## config.mk

```make
export PLATFORM = sky130hd
export DESIGN_NAME = dual_timer
export DESIGN_NICKNAME = d
export VERILOG_FILES = /design/src/verilog/dual_timer_pkg.sv /design/src/verilog/counter_if.sv /design/src/verilog/counter_unit.sv /design/src/verilog/dual_timer.sv
export VERILOG_INCLUDE_DIRS = /design/src /design/src/verilog
export SDC_FILE = /design/constraint.sdc
export NUM_CORES = 1
export LEC_CHECK = 0
export BUFFER_PORTS_ARGS = -buffer_cell sky130_fd_sc_hd__buf_2
export CORE_ASPECT_RATIO = 1.2
export CORE_MARGIN = 2
export CORE_UTILIZATION = 65
export DETAILED_ROUTE_END_ITERATION = 12
export PLACE_DENSITY_LB_ADDON = 0.2
export SLEW_MARGIN = 20
export SYNTH_ARGS = -nofsm -noshare
export SYNTH_HDL_FRONTEND = slang
export SYNTH_SLANG_ARGS = --single-unit
```

## constraint.sdc

```tcl
create_clock -name mclk_i -period 5.6 [get_ports mclk_i]
set_input_delay 0.84 -clock mclk_i [delete_from_list [all_inputs] [get_ports mclk_i]]
set_output_delay 0.84 -clock mclk_i [all_outputs]
set_load 0.05 [all_outputs]
```

## src/verilog/dual_timer_map.svh

```systemverilog
// register offsets, field positions, reset values and timing counts of the timers
// assumes inclusion by bare name from the timer package and design files
`ifndef DUAL_TIMER_MAP_SVH
`define DUAL_TIMER_MAP_SVH

// ********************************************************************
// register offsets
// ********************************************************************
`define ADDR_MODE      8'hf1
`define ADDR_CNT_ONE   8'hf2
`define ADDR_PSC_ONE   8'hf3
`define ADDR_CNT_ZERO  8'hf4
`define ADDR_PSC_ZERO  8'hf5
`define ADDR_STAT      8'he0
`define ADDR_MASK      8'he1
`define ADDR_CASC      8'he2

// ********************************************************************
// count mode register fields
// ********************************************************************
`define MODE_LD0       0
`define MODE_EN0       1
`define MODE_LD1       2
`define MODE_EN1       3
`define MODE_IN_LO     4
`define MODE_OUT_LO    6
`define MODE_WMASK     8'hfa
`define IN_CLOCK       2'b00
`define IN_GATE        2'b01
`define IN_TRIG_ONCE   2'b10
`define IN_TRIG_RE     2'b11
`define OUT_CNT_ZERO   2'b00
`define OUT_CNT_ONE    2'b01
`define OUT_CLK        2'b10

// ********************************************************************
// prescaler register fields
// ********************************************************************
`define PSC_CONT       0
`define PSC_SRC        1
`define PSC_VAL_LO     2

// ********************************************************************
// reset values and timing
// ********************************************************************
`define RST_BYTE       8'h00
`define CLK_NS         4
`define DIV_NS         16
`define DIV_CYC        (`DIV_NS / `CLK_NS)
`define DIV_LAST       2'(`DIV_CYC - 1)

`endif

```

## src/verilog/dual_timer_pkg.sv

```systemverilog
// types shared by the timer top and the counter unit
// assumes the map header sits beside it on the include path
package dual_timer_pkg;
  `include "dual_timer_map.svh"

  typedef enum logic [1:0]
  {
    CNT_STOP = 2'b01,
    CNT_RUN  = 2'b10
  } cstate_t;

  typedef struct packed
  {
    cstate_t     st;
    logic [5:0]  pre;
    logic [7:0]  cnt;
    logic        eoc;
    logic        timer_output_pin;
  } cnt_state_t;

  typedef struct packed
  {
    logic [7:0]  mode;
    logic [7:0]  psc0;
    logic [7:0]  psc1;
    logic [7:0]  init0;
    logic [7:0]  init1;
    logic [1:0]  stat;
    logic [1:0]  mask;
    logic        casc;
    logic [7:0]  rdata;
    logic [1:0]  div;
    logic        ext_q;
    logic        line;
  } top_state_t;
endpackage

```

## src/verilog/counter_if.sv

```systemverilog
// control and status bundle between the timer top and one counter unit
// assumes both ends share one clock
`timescale 1ns/1ps
interface counter_if;
  logic        tick;
  logic        load;
  logic        enable;
  logic        modulo;
  logic [5:0]  pre_val;
  logic [7:0]  init;
  logic [7:0]  count;
  logic        eoc;
  logic        timer_output_pin;
  logic        running;

  modport ctl (output tick, load, enable, modulo, pre_val, init,
               input  count, eoc, timer_output_pin, running);
  modport cnt (input  tick, load, enable, modulo, pre_val, init,
               output count, eoc, timer_output_pin, running);
endinterface

```

## src/verilog/counter_unit.sv

```systemverilog
// one 8-bit down counter with a 6-bit prescaler
// assumes tick and load are one-cycle qualified by the top's clock enable
`timescale 1ns/1ps
module counter_unit
  import dual_timer_pkg::*;
(
  // clock and reset
  input  wire logic  mclk_i,
  input  wire logic  sys_rst_i,
  input  wire logic  ce_i,
  // control bundle
  counter_if.cnt     port
);
  import dual_timer_pkg::*;

  cnt_state_t st_ff;
  cnt_state_t nxt_st;

  always_comb
  begin
    nxt_st = st_ff;
    if (ce_i)
    begin
      nxt_st.eoc = 1'b0;
      if (port.load)
      begin
        nxt_st.pre = port.pre_val;
        nxt_st.cnt = port.init;
        nxt_st.st  = CNT_RUN;
      end
      else
      begin
        case (st_ff.st)
          CNT_RUN:
          begin
            if (port.enable && port.tick)
            begin
              // prescale value zero divides by 64
              if (st_ff.pre != 6'h01)
              begin
                nxt_st.pre = st_ff.pre - 6'h01;
              end
              else
              begin
                nxt_st.pre = port.pre_val;
                if (st_ff.cnt == 8'h01)
                begin
                  nxt_st.eoc  = 1'b1;
                  nxt_st.timer_output_pin = ~st_ff.timer_output_pin;
                  if (port.modulo)
                  begin
                    nxt_st.cnt = port.init;
                  end
                  else
                  begin
                    nxt_st.cnt = 8'h00;
                    nxt_st.st  = CNT_STOP;
                  end
                end
                else
                begin
                  nxt_st.cnt = st_ff.cnt - 8'h01;
                end
              end
            end
          end
          CNT_STOP: nxt_st.st = CNT_STOP;
          default:  nxt_st.st = CNT_STOP;
        endcase
      end
    end
  end

  always_ff @(posedge mclk_i or posedge sys_rst_i)
  begin
    if (sys_rst_i)
    begin
      st_ff <= '{st: CNT_STOP, pre: 6'h00, cnt: 8'h00, eoc: 1'b0, timer_output_pin: 1'b0};
    end
    else
    begin
      st_ff <= nxt_st;
    end
  end

  assign port.count   = st_ff.cnt;
  assign port.eoc     = st_ff.eoc;
  assign port.timer_output_pin    = st_ff.timer_output_pin;
  assign port.running = (st_ff.st == CNT_RUN);
endmodule

```

## src/verilog/dual_timer.sv

```systemverilog
// dual 8-bit counter/timer with prescalers, input modes, output select, interrupts
// assumes register port strobes are one cycle and all inputs synchronous to mclk_i
//
// Summary of operation
// - single pass stops; continuous reloads and continues
// - counts readable undisturbed; prescalers read zero
// - second counter clocked by clock/4 or external
// - external input: clock, trigger, retrigger or gate
// - output line shows counter zero, one or clock
// - first counter end can clock second counter
// - count mode register at f1, read/write
// - second counter register at f2, read/write
// - each counter owns one maskable interrupt source
`timescale 1ns/1ps
`include "dual_timer_map.svh"
module dual_timer
  import dual_timer_pkg::*;
(
  // clock, reset, enable
  input  wire logic        mclk_i,
  input  wire logic        sys_rst_i,
  input  wire logic        ce_i,
  // register port
  input  wire logic [7:0]  addr_i,
  input  wire logic [7:0]  wdata_i,
  input  wire logic        wr_i,
  input  wire logic        rd_i,
  output logic      [7:0]  rdata_o,
  // timer pins
  input  wire logic        ext_timer_input_line_i,
  output logic             timer_output_line_o,
  output logic             timer_output_line_oe_o,
  // interrupt
  output logic             irq_o
);
  import dual_timer_pkg::*;

  // ********************************************************************
  // state and counter bundles
  // ********************************************************************
  top_state_t  st_ff;
  top_state_t  nxt_st;
  counter_if   cif[2] ();

  logic        div_tick;
  logic        ext_rise;
  logic        src_int;
  logic [1:0]  in_mode;
  logic [1:0]  out_sel;
  logic        wr_mode;
  logic        trig_load;
  logic [1:0]  eoc_v;
  logic [1:0]  clr_v;
  logic        line_src;

  genvar g;
  generate
    for (g = 0; g < 2; g = g + 1)
    begin : g_cnt
      counter_unit u_cnt
      (
        .mclk_i    (mclk_i),
        .sys_rst_i (sys_rst_i),
        .ce_i      (ce_i),
        .port      (cif[g])
      );
    end
  endgenerate

  // ********************************************************************
  // clocking of the two counters
  // ********************************************************************
  assign div_tick = (st_ff.div == `DIV_LAST);
  // input assumed synchronous, so one stage is enough for edge finding
  assign ext_rise = ext_timer_input_line_i & ~st_ff.ext_q;
  assign src_int  = st_ff.psc1[`PSC_SRC];
  assign in_mode  = st_ff.mode[`MODE_IN_LO +: 2];
  assign out_sel  = st_ff.mode[`MODE_OUT_LO +: 2];
  assign wr_mode  = ce_i && wr_i && (addr_i == `ADDR_MODE);

  // triggers restart the second counter only with the internal clock
  assign trig_load = ce_i && src_int && ext_rise &&
                     ((in_mode == `IN_TRIG_RE) ||
                      ((in_mode == `IN_TRIG_ONCE) && !cif[1].running));

  assign cif[0].tick    = div_tick;
  assign cif[0].load    = wr_mode && wdata_i[`MODE_LD0];
  assign cif[0].enable  = st_ff.mode[`MODE_EN0];
  assign cif[0].modulo  = st_ff.psc0[`PSC_CONT];
  assign cif[0].pre_val = st_ff.psc0[`PSC_VAL_LO +: 6];
  assign cif[0].init    = st_ff.init0;

  always_comb
  begin
    if (src_int)
    begin
      // gate mode qualifies the divided clock with the input level
      cif[1].tick = div_tick &&
                    ((in_mode != `IN_GATE) || ext_timer_input_line_i);
    end
    else if (st_ff.casc)
    begin
      cif[1].tick = cif[0].eoc;
    end
    else
    begin
      cif[1].tick = ext_rise;
    end
  end

  assign cif[1].load    = (wr_mode && wdata_i[`MODE_LD1]) || trig_load;
  assign cif[1].enable  = st_ff.mode[`MODE_EN1];
  assign cif[1].modulo  = st_ff.psc1[`PSC_CONT];
  assign cif[1].pre_val = st_ff.psc1[`PSC_VAL_LO +: 6];
  assign cif[1].init    = st_ff.init1;

  // ********************************************************************
  // events, output line source
  // ********************************************************************
  assign eoc_v = {cif[1].eoc, cif[0].eoc};
  assign clr_v = (wr_i && (addr_i == `ADDR_STAT)) ? wdata_i[1:0] : 2'h0;

  always_comb
  begin
    case (out_sel)
      `OUT_CNT_ZERO: line_src = cif[0].timer_output_pin;
      `OUT_CNT_ONE:  line_src = cif[1].timer_output_pin;
      `OUT_CLK:      line_src = st_ff.div[0];
      default:       line_src = 1'b0;
    endcase
  end

  // ********************************************************************
  // next state
  // ********************************************************************
  always_comb
  begin
    nxt_st = st_ff;
    if (ce_i)
    begin
      nxt_st.rdata = 8'h00;
      nxt_st.div   = st_ff.div + 2'h1;
      nxt_st.ext_q = ext_timer_input_line_i;
      nxt_st.line  = line_src;
      // an event in the clearing cycle keeps its flag
      nxt_st.stat  = (st_ff.stat & ~clr_v) | eoc_v;
      if (wr_i)
      begin
        case (addr_i)
          `ADDR_MODE:     nxt_st.mode  = wdata_i & `MODE_WMASK;
          `ADDR_CNT_ONE:  nxt_st.init1 = wdata_i;
          `ADDR_PSC_ONE:  nxt_st.psc1  = wdata_i;
          `ADDR_CNT_ZERO: nxt_st.init0 = wdata_i;
          `ADDR_PSC_ZERO: nxt_st.psc0  = wdata_i;
          `ADDR_MASK:     nxt_st.mask  = wdata_i[1:0];
          `ADDR_CASC:     nxt_st.casc  = wdata_i[0];
          default:        nxt_st.casc  = st_ff.casc;
        endcase
      end
      if (rd_i)
      begin
        case (addr_i)
          `ADDR_MODE:     nxt_st.rdata = st_ff.mode;
          `ADDR_CNT_ONE:  nxt_st.rdata = cif[1].count;
          `ADDR_CNT_ZERO: nxt_st.rdata = cif[0].count;
          `ADDR_STAT:     nxt_st.rdata = {6'h00, st_ff.stat};
          `ADDR_MASK:     nxt_st.rdata = {6'h00, st_ff.mask};
          `ADDR_CASC:     nxt_st.rdata = {7'h00, st_ff.casc};
          // prescalers are write only and read back as zero
          default:        nxt_st.rdata = 8'h00;
        endcase
      end
    end
  end

  always_ff @(posedge mclk_i or posedge sys_rst_i)
  begin
    if (sys_rst_i)
    begin
      st_ff <= '{mode: `RST_BYTE, psc0: `RST_BYTE, psc1: `RST_BYTE,
                 init0: `RST_BYTE, init1: `RST_BYTE, stat: 2'h0, mask: 2'h0,
                 casc: 1'b0, rdata: 8'h00, div: 2'h0, ext_q: 1'b0,
                 line: 1'b0};
    end
    else
    begin
      st_ff <= nxt_st;
    end
  end

  // ********************************************************************
  // outputs
  // ********************************************************************
  assign rdata_o                = st_ff.rdata;
  assign timer_output_line_o    = st_ff.line;
  assign timer_output_line_oe_o = (out_sel != 2'b11);
  assign irq_o                  = |(st_ff.stat & st_ff.mask);
endmodule

```

; Word-level counts from Yosys, hierarchy flattened
; Index checks and enable logic that the tools add are counted.
[op_classes]
n_reduce_logical = 37
addsub = 5
mux = 32
n_eq_ne = 31
bitwise = 12
[op_table]
columns = cell, count
row1 = 8-bit == test (second input constant), 8
row2 = 16-bit two-way mux, 4
row3 = 8-bit one-hot mux with 6 select lines, 1
row4 = 8-bit two-way mux, 5
row5 = 18-bit two-way mux, 2
row6 = 3-bit AND reduction, 9
row7 = 2-bit two-way mux, 13
row8 = 10-bit two-way mux, 2
row9 = 8-bit by 1-bit == test with 1-bit output (second input constant), 2
row10 = 8-bit by 1-bit subtractor with 8-bit output (second input constant), 2
row11 = 2-bit == test (second input constant), 6
row12 = 1-bit logical AND, 12
row13 = 6-bit two-way mux, 2
row14 = 3-bit by 2-bit != test with 1-bit output (second input constant), 4
row15 = 3-bit != test (second input constant), 4
row16 = 6-bit by 1-bit != test with 1-bit output (second input constant), 2
row17 = 6-bit AND reduction, 2
row18 = 6-bit by 1-bit subtractor with 6-bit output (second input constant), 2
row19 = 5-bit AND reduction, 2
row20 = 4-bit AND reduction, 2
row21 = 2-bit nonzero test, 4
row22 = 1-bit inverter, 7
row23 = 2-bit != test (second input constant), 3
row24 = 2-bit bitwise AND, 2
row25 = 12 further kinds, 15
[totals]
out_inout_bits = 11
reg_bits = 91
wordCells = 139

; Longest topological paths before layout
; Gate-level depths: netlist (run 1).
[logic_depth]
depth_word = 8
mapped_depth = 9
mapped_depth_nobuf = 8

; By module
; Synthesis (run 1) repeated with hierarchy kept, for this count alone.
[unflattened]
cells_unflattened = 540
hier_area_um2 = 5495.3
[modules_own_cells]
columns = module, seq_area_each_um2, area_per_inst_um2, instances, cells_per_inst
row1 = counter_unit, 451.7, 1440.1, 2, 165
row2 = dual_timer, 1351.3, 2615.0, 1, 210

; Worst setup path before layout (run 1)
; Ideal clock, no wire load.
[synth_timing]
path_kind = input to register
from = input port addr_i[1]
to = register st_ff, in the netlist cif[0].enable
n_path_buf = 1
setup_time_ps = 125
path_slack_ps = 3027
arrival_ps = 2448
path_stages = 4
path_cell_list = clkbuf_1 -> or4b_2 -> nor3_2 -> mux2_2
[synth_via]
elab_chain_len = 2
[synth_rtl]
columns = element, line_no
row1 = start: declaration, dual_timer.sv:24  ; input wire logic [7:0] addr_i,
row2 = 8-bit == test, dual_timer.sv:149  ; case (addr_i)
row3 = 3-bit AND reduction (no line), n/a
row4 = end signal: assignment, dual_timer.sv:180  ; st_ff <= '{mode: `RST_BYTE, psc0: `RST_BYTE, psc1: `RST_BYTE,
row5 = end signal: assignment, dual_timer.sv:187  ; st_ff <= nxt_st;
row6 = end: declaration, dual_timer.sv:41  ; top_state_t st_ff;
; Every way passes these cells.
; A chain may end at the register's enable or synchronous reset.

; Worst setup path after layout (run 1)
[layout_timing]
from = input port ce_i
to = register g_cnt[1].u_cnt.st_ff, in the netlist g_cnt[1].u_cnt.port.count[3]
[layout_via]
elab_chain_len = 6
[layout_rtl]
columns = element, line_no
row1 = start: declaration, dual_timer.sv:22  ; input wire logic ce_i,
row2 = 1-bit logical AND (on tied branches) (2 in series), "dual_timer.sv:79, dual_timer.sv:82"
row3 = 1-bit logical AND (on tied branches), "dual_timer.sv:111, dual_timer.sv:82"
row4 = 1-bit logical OR, dual_timer.sv:111  ; assign cif[1].load = (wr_mode && wdata_i[`MODE_LD1]) || trig_load;
row5 = 2-bit != test (no line) or 2-bit nonzero test (tied branches), n/a
row6 = 4-bit AND reduction (no line), n/a
row7 = end signal: assignment, counter_unit.sv:78  ; st_ff <= '{st: CNT_STOP, pre: 6'h00, cnt: 8'h00, eoc: 1'b0, timer_output_pin: 1'b0};
row8 = end signal: assignment, counter_unit.sv:82  ; st_ff <= nxt_st;
row9 = end: declaration, counter_unit.sv:16  ; cnt_state_t st_ff;
; Parallel ways exist; a longest one is shown, timed or not.

==> metrics.md, run 1 <==
| Metric | Value |
|---|---|
| H-tree lvl count | `3` |
| Synth cell count leaders | `88 x dfrtp_1, 43 x mux2_2, 43 x nor2_1` |
| FMAX | `371 MHz` |
| DRC | `0` |
| Mapped Nets | `between 500 and 600` |
| Die area | `8150 µm²` |
| Required time of the critical path | `5.90 ns` |
| Number of global-route vias before repair | `3932` |
| Setup violators final | `0` |
| Seq pwr share | `53.8%` |
| Port buffer count | `32` |
| Wirelength per Cell | `approximately 20 µm` |
| Core outline area | `7230 µm²` |
| Final worst-path cycle share | `48.1%` |
| Sw frac | `24.9%` |
| TNS Setup | `0 ns` |
| Pin count of the biggest net entering global routing | `91` |
| GRT Residual Overflow | `0` |
| Peak VDD IR | `0.153 mV` |
| # clock sinks | `90` |
| Die Ht | `between 90 and 100 µm` |
| CP Capture Type | `flop` |
| Post-Route M1 WL | `approximately 4.5 mm` |
| Max Cap Viol | `0` |
| Distinct cells, synth | `between 50 and 60` |
| Min-delay worst type | `flop to flop` |
| Starting Density | `66.9%` |
| Gate power share | `7.8%` |
| Initial antenna violation count | `0` |
| CTS Buffer Depth | `2` |
| Worst-path maximum fanout | `30` |
| Final clock skew | `0.0123 ns` |
| Tightest Pin Transition | `about 0.9 ns` |
| Area grow syn2layout | `6.93%` |
| RSZ-0062 raised after global routing | `no` |
| Post-synthesis sequential area ratio | `around 47%` |
| Resized Gates After CTS | `0` |
| Top Metal Used | `met4` |
| DIE WIDTH | `around 83 µm` |
| Postcts setup bufs | `0` |
| Total Routing Usage GR | `a little under a third` |
| Nets | `528` |
| Synth Flop Type | `dfrtp_1` |
| Number of flops mapped to enable cells by yosys | `0` |
| Critical path type | `input pin to flop` |
| Flip-flop and latch count after synthesis | `90` |
| Clock-pin slew on the worst setup and hold paths | `0.09 ns` |
| Worst-skew pair later-pin latency | `roughly 0.37 ns` |
| P per Cell Area | `247 nW/µm²` |
| Met3 wire length | `714 µm` |
| Gp weighted congestion | `around 0.93` |
| CTS Hold Bufs | `0` |
| Final wirelength | `11.7 mm` |
| Slew headroom | `39.2%` |
| First-pass GRT wire length | `19.1 mm` |
| N_diodes | `0` |
| Cells after Synth | `485` |
| Placed cell area | `between 4000 and 5000 µm²` |
| Via count | `between 3000 and 4000` |
| CP arrival | `3.00 ns` |
| Fin crit period | `around 2.7 ns` |
| Vias per inst | `~6.7` |
| Largest area contributor in the netlist | `dfrtp_1` |
| Post-DRT Antenna Nets | `0` |
| Synth async-reset ratio | `100%` |
| Root Driver | `clkbuf_8` |
| Dominant cells by area after synthesis | `dfrtp_1 46%, mux2_2 10%, nor2_1 3.3%` |
| DR pass1 iterations | `6` |
| Clk pwr share | `approximately two fifths` |
| Yosys warns | `0` |
| Top cell type's share of synthesized area | `45.5%` |
| Status | `completed` |
| Mapped Area | `approximately 4800 µm²` |
| DR iter-0 viols | `297` |
| Num rows | `34` |
| Share of cells above drive strength 1 | `20.3%` |
| Hold Fails Final Rpt | `0` |
| Pint | `960 µW` |
| Setup WS post-layout | `2.91 ns` |
| Design Area, Final | `5170 µm²` |
| TritonCTS Buffers | `9` |
| Worst slack at placement | `between 2 and 3 ns` |
| Syn_area_per_cell | `9.97 µm²` |
| Sw power | `about 320 µW` |
| Most frequent cell after synthesis | `dfrtp_1` |
| Leakage | `2.37 nW` |
| CP Launch Type | `input pin` |
| Slew Viols, Final | `0` |
| Detailed placement HPWL | `just over 8 mm` |
| CTS tree | `built` |
| Fin util | `a little under three quarters` |
| Met2 routed WL | `between 6 and 7 mm` |
| Ports | `33` |
-- critical path: stages --
cell and delay (ns):
buf_2 0.44, and2_1 0.27, nand4_1 0.17, and2_1 0.43
a21oi_1 0.57, o32a_1 0.26
-- layer usage --
metal	vias up	track usage (%)
met5	-	0
met4	0	11.7
met3	36	7.33
met2	142	53.0
met1	1966	38.6
li1	1821	-
-- final timing paths --
check / from / end / slack, ns / cells past startpoint
worst max-delay path: ce_i / g_cnt[1].u_cnt.port.count[3] / 2.91 / 6
worst min-delay path: g_cnt[1].u_cnt.st_ff[16] / g_cnt[1].u_cnt.st_ff[16] / 0.47 / 2
worst max register to register: g_cnt[1].u_cnt.port.count[1] / g_cnt[1].u_cnt.port.count[3] / 3.16 / 6
worst min register to register: g_cnt[1].u_cnt.st_ff[16] / g_cnt[1].u_cnt.st_ff[16] / 0.47 / 2
max in group asynchronous: sys_rst_i / cif[1].init[0] / 4.39 / 3
min in group asynchronous: sys_rst_i / st_ff[1] / 0.70 / 3
-- cell families (layout without fill, tap and decap cells) --
group / after synthesis / after routing / share of synthesized area (%)
buffers and inverters: 48 / 65 / 4.71
flip-flops: 90 / 90 / 46.6
AND/OR/NAND/NOR: 155 / 155 / 16.7
multiplexers: 45 / 45 / 10.4
AO/OA/AOI/OAI: 131 / 131 / 17.9
XOR/XNOR: 7 / 7 / 1.27
adder cells (fa/ha/maj): 9 / 9 / 2.33
-- placed cells by master (no fill, tap or decap), types with 4 or more instances in the layout --
| cell type | synthesis | final |
|---|---|---|
| dfrtp_1 | 88 | 88 |
| nor2_1 | 43 | 43 |
| mux2_2 | 43 | 43 |
| buf_2 | 2 | 32 |
| nand2_1 | 31 | 31 |
| a21oi_1 | 29 | 29 |
| o21ai_0 | 28 | 28 |
| nand3_1 | 17 | 17 |
| inv_1 | 16 | 15 |
| a31oi_1 | 10 | 10 |
| nor3_1 | 10 | 10 |
| o22ai_1 | 10 | 10 |
| ha_1 | 9 | 9 |
| clkbuf_8 | 0 | 9 |
| nand4_1 | 8 | 8 |
| o2bb2ai_1 | 8 | 8 |
| nand2b_1 | 7 | 7 |
| o211ai_1 | 7 | 7 |
| nor4_1 | 7 | 7 |
| and2_1 | 5 | 5 |
| a21o_1 | 5 | 5 |
| o22a_1 | 5 | 5 |
| a222oi_1 | 5 | 5 |
| and3_1 | 4 | 4 |
| or3_1 | 4 | 4 |
| xnor2_1 | 4 | 4 |
| a2bb2oi_1 | 4 | 4 |
-- through the flow --
step	cells	hold WS (ns)	total power [mW]
after global routing	592	0.498	1.32
after global placement	576	0.454	0.795
after floorplan	485	0.441	0.761
final	592	0.474	1.28
after detailed placement	576	0.458	0.801
after CTS	592	0.471	1.28
-- flip-flops by register name (all words and copies together) (netlist names) --
signal                             count
cif.pre_val                           12
st_ff                                  8
out_sel                                2
rdata_o                                8
timer_output_line_o                    1
g_cnt.u_cnt.port.eoc                   2
cif.modulo                             2
cif.enable                             2
g_cnt.u_cnt.port.count                16
cif.init                              16
g_cnt.u_cnt.port.timer_output_pin      2
src_int                                1
in_mode                                2
g_cnt.u_cnt.st_ff                     16
-- cell type report --
type                       count  area [µm²]
clock buffer                  10         128
clock inverter                 6        90.1
fill                         560        2060
inverter                      16        61.3
multi-input combinational    347        2350
sequential                    90        2250
tap                           90         113
timing repair buffer          33         171
-- power groups by stage --
| stage | combinational [mW] | sequential, mW | clock [mW] |
|---|---|---|---|
| after detailed placement | 0.100 | 0.701 | 0 |
| after global routing | 0.114 | 0.692 | 0.515 |
| after CTS | 0.101 | 0.688 | 0.494 |
| after global placement | 0.0953 | 0.700 | 0 |
| after floorplan | 0.0653 | 0.696 | 0 |
| final | 0.100 | 0.688 | 0.491 |
Note: power is estimated with default switching activity, not from simulation.
==> inputs of run 2 (changes only) <==
--- a/config.mk
+++ b/config.mk
@@ -9,7 +9,7 @@
 export BUFFER_PORTS_ARGS = -buffer_cell sky130_fd_sc_hd__buf_2
 export CORE_ASPECT_RATIO = 1.2
 export CORE_MARGIN = 2
-export CORE_UTILIZATION = 65
+export CORE_UTILIZATION = 61
 export DETAILED_ROUTE_END_ITERATION = 12
 export PLACE_DENSITY_LB_ADDON = 0.2
 export SLEW_MARGIN = 20
==> constraint.sdc (replaced) <==
create_clock -name mclk_i -period 2.73 [get_ports mclk_i]
set_input_delay 0.4095 -clock mclk_i [delete_from_list [all_inputs] [get_ports mclk_i]]
set_output_delay 0.4095 -clock mclk_i [all_outputs]
set_load 0.05 [all_outputs]
==> run 2 against run 1 <==
Effect of this change: final cell count increased by 1.4%; sequential power increased by 100%; design area up 0.65%; count of clock-buffer cells in the layout grew 2; largest cell class unchanged; die area rose by 6.3%.
==> metrics.md, run 2 (synthesis gave the netlist of run 1 again) <==
| Metric | Value |
|---|---|
| Critical path type | `flop to flop` |
| Share of cells above drive strength 1 | `21.1% (+0.74 points)` |
| FMAX | `425 MHz` |
| Fin util | `67.5% (-4.0 points)` |
| Tot Pwr | `2.52 mW (+97%)` |
| N_diodes | `0 (unchanged)` |
| CTS Buffer Depth | `2 (unchanged)` |
| Reg2Reg Setup Slack | `0.38 ns (-2.78 ns)` |
| WHS | `0.114 ns (-0.359 ns)` |
| Design Area, Final | `5200 µm² (+0.65%)` |
| Commonest non-fill, non-tap cell in the layout | `dfrtp_1` |
| TritonCTS Buffers | `9 (unchanged)` |
| Wirelength per Cell | `19.8 µm (+0.24%)` |
| Placed Cells | `585 (+1.6%)` |
| Die Ht | `102 µm (+3.1%)` |
| First-pass GRT wire length | `19.3 mm (+1.4%)` |
| Slew headroom | `46.5% (+7.3 points)` |
| Total Routing Usage GR | `29.3% (-2.1 points)` |
| Area grow syn2layout | `7.63%` |
| Final clock skew | `0.0124 ns (+0.0000662 ns)` |
| P per Cell Area | `485 nW/µm² (+96%)` |
| Root Driver | `clkbuf_8` |
| Via count | `3952 (-0.33%)` |
| H-tree lvl count | `3 (unchanged)` |
| Post-DRT Antenna Nets | `0 (unchanged)` |
| Final std cells w/o fill | `600 (+1.4%)` |
| CP Launch Type | `flop` |
| Resized Gates After CTS | `0 (unchanged)` |
| Hold Fails Final Rpt | `0 (unchanged)` |
| Ports | `33 (unchanged)` |
| Tightest Pin Transition | `0.790 ns (-0.107 ns)` |
| DIE WIDTH | `85.3 µm (+3.1%)` |
| TNS Setup | `0 ns (unchanged)` |
| Die area | `8660 µm² (+6.3%)` |
| Postcts setup bufs | `0 (unchanged)` |
| Core outline area | `7710 µm² (+6.6%)` |
| CTS Hold Bufs | `0 (unchanged)` |
| CP Launch Point | `st_ff[2]` |
| Final worst-path cycle share | `around 86%` |
| Starting Density | `62.7% (-4.1 points)` |
| # clock sinks | `90 (unchanged)` |
| Pin count of the biggest net entering global routing | `44 (-52%)` |
| Port buffer count | `32 (unchanged)` |
| Reg2reg end | `g_cnt[1].u_cnt.port.count[3]` |
| CP Capture Type | `flop` |
| Peak VDD IR | `0.422 mV (+180%)` |
| Number of global-route vias before repair | `3689 (-6.2%)` |
| Leakage | `2.39 nW (+0.98%)` |
| DR iter-0 viols | `357 (+20%)` |
| Worst slack at placement | `0.344 ns (-2.20 ns)` |
| Initial antenna violation count | `0 (unchanged)` |
| Worst-skew pair later-pin latency | `0.37 ns (about the same)` |
| Detailed placement HPWL | `8.60 mm (+4.5%)` |
| Final wirelength | `11.9 mm (+1.6%)` |
| CP arrival | `2.60 ns (-0.40 ns)` |
| CTS tree | `built` |
| Required time of the critical path | `2.98 ns (-2.92 ns)` |
| GRT Residual Overflow | `0 (unchanged)` |
| Fin crit period | `2.35 ns` |
| Placed cell area | `5020 µm² (+1.4%)` |
| Vias per inst | `6.59 (-1.7%)` |
| Nets | `535 (+1.3%)` |
| Reg2reg path depth | `7 (+1)` |
| DRC | `0 (unchanged)` |
| Min-delay worst type | `input pin to async pin` |
| DR pass1 iterations | `5 (-1)` |
| Gp weighted congestion | `0.919 (-1.3%)` |
| Setup violators final | `0 (unchanged)` |
| Max Cap Viol | `0 (unchanged)` |
| R2R Path Start | `st_ff[2]` |
| RSZ-0062 raised after global routing | `no` |
| Status | `completed` |
| Num rows | `35 (+2.9%)` |
| Slew Viols, Final | `0 (unchanged)` |
| Most frequent cells in the layout | `88 x dfrtp_1, 43 x nor2_1, 43 x mux2_2` |
| Setup WS post-layout | `0.377 ns (-2.53 ns)` |
| Worst-path maximum fanout | `8 (-73%)` |
| Clock-pin slew on the worst setup and hold paths | `0.09 ns (about the same)` |
run 2: changes by cell type in the layout (fill, tap and decap cells not counted):
cell,change
clkbuf_8,+1
buf_12,+1
buf_4,+7
inv_6,-1
clkinv_4,-1
buf_6,-1
bufinv_16,-1
clkbuf_1,+1
run 2: critical path: stages, from the launching register on:
cell	delay, ns
dfrtp_1	0.41
ha_1	0.26
inv_1	0.06
o21ai_0	0.22
nand3_1	0.18
or2_1	0.39
o311a_1	0.37
o32a_1	0.34
run 2: worst max-delay path by stage:
stage	depth (start not counted)	to	slack, ns
after floorplan	4	cif[0].enable	0.59
after global placement	4	in_mode[0]	0.40
after detailed placement	7	g_cnt[0].u_cnt.st_ff[12]	0.34
after CTS	7	g_cnt[1].u_cnt.port.count[3]	0.40
after global routing	7	g_cnt[1].u_cnt.port.count[3]	0.22
final	7	g_cnt[1].u_cnt.port.count[3]	0.38
run 2: layer usage:
layer	vias up	GRT usage (%)	share of wire, %
li1	1831	-	-
met5	-	0	0
met4	0	12.0	2.9
met1	1935	38.0	41
met2	150	48.7	50
met3	36	5.70	6.2
run 2: area by class of cell:
cell class,count,area (µm²)
clock buffers,12,145
clock inverters,3,40.0
fillers,601,2500
inverters,16,63.8
multi-input cells,347,2350
flip-flops and latches,90,2250
well taps,92,115
repair buffers,40,233
run 2: where the power goes:
| part | internal (mW) | leakage, nW | switching (mW) |
|---|---|---|---|
| logic | 0.0807 | 1.10 | 0.131 |
| registers | 1.37 | 1.20 | 0.0392 |
| clock network | 0.442 | 0.0962 | 0.459 |
| total | 1.89 | 2.39 | 0.629 |
==> inputs of run 3 (changes only) <==
--- a/config.mk
+++ b/config.mk
@@ -10,6 +10,7 @@
 export CORE_ASPECT_RATIO = 1.2
 export CORE_MARGIN = 2
 export CORE_UTILIZATION = 61
+export CTS_BUF_LIST = sky130_fd_sc_hd__clkbuf_16
 export DETAILED_ROUTE_END_ITERATION = 12
 export PLACE_DENSITY_LB_ADDON = 0.2
 export SLEW_MARGIN = 20
==> run 3 against run 2 <==
Effect of this change: sequential power is essentially flat; via count grew 0.13%; register-to-register slack lost 0.02 ns; combinational power is essentially flat; non-clock buffer count is the same; sequential cell count is the same; largest power group unchanged.
==> metrics.md, run 3 (synthesis gave the netlist of run 1 again) <==
| Metric | Value |
|---|---|
| CTS tree | `built` |
| TNS Setup | `0 ns (unchanged)` |
| Wirelength per Cell | `20.1 µm (+1.7%)` |
| CP Capture Type | `flop` |
| Resized Gates After CTS | `0 (unchanged)` |
| Initial antenna violation count | `0 (unchanged)` |
| Detailed placement HPWL | `8.60 mm (unchanged)` |
| Hold Fails Final Rpt | `0 (unchanged)` |
| Postcts setup bufs | `0 (unchanged)` |
| P per Cell Area | `531 nW/µm² (+9.4%)` |
| Required time of the critical path | `2.94 ns (-0.04 ns)` |
| CTS Buffer Depth | `2 (unchanged)` |
| Worst-path maximum fanout | `8 (unchanged)` |
| Slew Viols, Final | `0 (unchanged)` |
| Clock-pin slew on the worst setup and hold paths | `0.06 ns (-0.03 ns)` |
| Fin util | `68.7% (+1.2 points)` |
| Status | `completed` |
| Area grow syn2layout | `9.52%` |
| DR pass1 iterations | `5 (unchanged)` |
| DIE WIDTH | `85.3 µm (unchanged)` |
| Number of global-route vias before repair | `3744 (+1.5%)` |
| Commonest non-fill, non-tap cell in the layout | `dfrtp_1` |
| Reg2reg end | `g_cnt[1].u_cnt.port.count[3]` |
| CP Launch Type | `flop` |
| # fillers | `581 (-3.3%)` |
| Gp weighted congestion | `0.919 (unchanged)` |
| Worst slack at placement | `0.344 ns (unchanged)` |
| Root Driver | `clkbuf_16` |
| # clock sinks | `90 (unchanged)` |
| Final worst-path cycle share | `87.0% (+0.76 points)` |
| Most frequent cells in the layout | `88 x dfrtp_1, 43 x nor2_1, 43 x mux2_2` |
| Final clock skew | `0.00686 ns (-0.00553 ns)` |
| Slew headroom | `45.9% (-0.58 points)` |
| Leakage | `2.44 nW (+2.0%)` |
| Share of cells above drive strength 1 | `20.9% (-0.20 points)` |
| Setup crit end | `g_cnt[1].u_cnt.port.count[3]` |
| Reg2Reg Setup Slack | `0.36 ns (-0.02 ns)` |
| Setup WS post-layout | `0.356 ns (-0.0209 ns)` |
| Starting Density | `62.7% (unchanged)` |
| TritonCTS Buffers | `9 (unchanged)` |
| Setup violators final | `0 (unchanged)` |
| Min-delay worst type | `input pin to async pin` |
| Fin crit period | `2.37 ns (+0.0209 ns)` |
| DRC | `0 (unchanged)` |
| First-pass GRT wire length | `19.5 mm (+1.1%)` |
| Die area | `8660 µm² (unchanged)` |
| Num rows | `35 (unchanged)` |
| Max Cap Viol | `0 (unchanged)` |
| R2R Path Start | `st_ff[2]` |
| N_diodes | `0 (unchanged)` |
| Final wirelength | `12.1 mm (+1.7%)` |
| GRT Residual Overflow | `0 (unchanged)` |
| Reg2reg path depth | `7 (unchanged)` |
| Peak VDD IR | `0.442 mV (+4.7%)` |
| Port buffer count | `32 (unchanged)` |
| CTS Hold Bufs | `0 (unchanged)` |
| Critical path type | `flop to flop` |
| Via count | `3957 (+0.13%)` |
| Pin count of the biggest net entering global routing | `44 (unchanged)` |
| Vias per inst | `6.60 (+0.13%)` |
| Tightest Pin Transition | `0.799 ns (+0.00853 ns)` |
| Ports | `33 (unchanged)` |
| Nets | `535 (unchanged)` |
| Post-DRT Antenna Nets | `0 (unchanged)` |
| Die Ht | `102 µm (unchanged)` |
| RSZ-0062 raised after global routing | `no` |
| H-tree lvl count | `3 (unchanged)` |
| Core outline area | `7710 µm² (unchanged)` |
| CP arrival | `2.59 ns (about the same)` |
| Total Routing Usage GR | `29.5% (+0.17 points)` |
| CP Launch Point | `st_ff[2]` |
| DR iter-0 viols | `368 (+3.1%)` |
| FMAX | `421 MHz (-0.88%)` |
| Worst-skew pair later-pin latency | `0.33 ns (-0.04 ns)` |
## run 3: routing by layer
layer	vias up	global-route usage [%]	wire length, µm
met5	-	0	0
li1	1835	-	-
met1	1913	37.9	4770
met4	0	10.9	225
met3	20	5.54	841
met2	189	50.0	6250
## run 3: power breakdown
group | internal [mW] | leakage, nW | switching [mW]
Combinational | 0.0807 | 1.10 | 0.133
Clock | 0.691 | 0.145 | 0.489
Sequential | 1.37 | 1.20 | 0.0411
Total | 2.15 | 2.44 | 0.664
## run 3: worst max-delay path: stages, from the launching register on
cell	delay (ns)
dfrtp_1	0.42
ha_1	0.26
inv_1	0.06
o21ai_0	0.22
nand3_1	0.19
or2_1	0.39
o311a_1	0.37
o32a_1	0.34
## run 3: final cells by class
type	instances	area (µm²)	share of cell area (%)
flip-flops and latches	90	2250	42.6
clock inverters	6	51.3	0.969
repair buffers	40	233	4.39
clock buffers	9	225	4.25
inverters	16	63.8	1.20
well taps	92	115	2.17
multi-input cells	347	2350	44.4
## run 3: worst min-delay path by stage
stage | startpoint | end | slack [ns]
floorplan | g_cnt[0].u_cnt.port.timer_output_pin | g_cnt[0].u_cnt.port.timer_output_pin | 0.44
global placement | g_cnt[1].u_cnt.st_ff[16] | g_cnt[1].u_cnt.st_ff[16] | 0.45
detailed placement | g_cnt[1].u_cnt.st_ff[16] | g_cnt[1].u_cnt.st_ff[16] | 0.46
CTS | sys_rst_i | g_cnt[0].u_cnt.port.count[5] | 0.18
global route | sys_rst_i | g_cnt[0].u_cnt.port.count[5] | 0.22
finish | sys_rst_i | g_cnt[0].u_cnt.port.count[5] | 0.15
## run 3: through the flow
step           hold WS, ns  power, mW  instance area, µm²  instances
3_3_place_gp         0.454       1.64                5020        585
5_1_grt              0.216       2.89                5300        600
3_5_place_dp         0.464       1.65                5020        585
2_1_floorplan        0.441       1.56                4840        485
4_1_cts              0.180       2.81                5300        600
6_report             0.153       2.81                5300        600
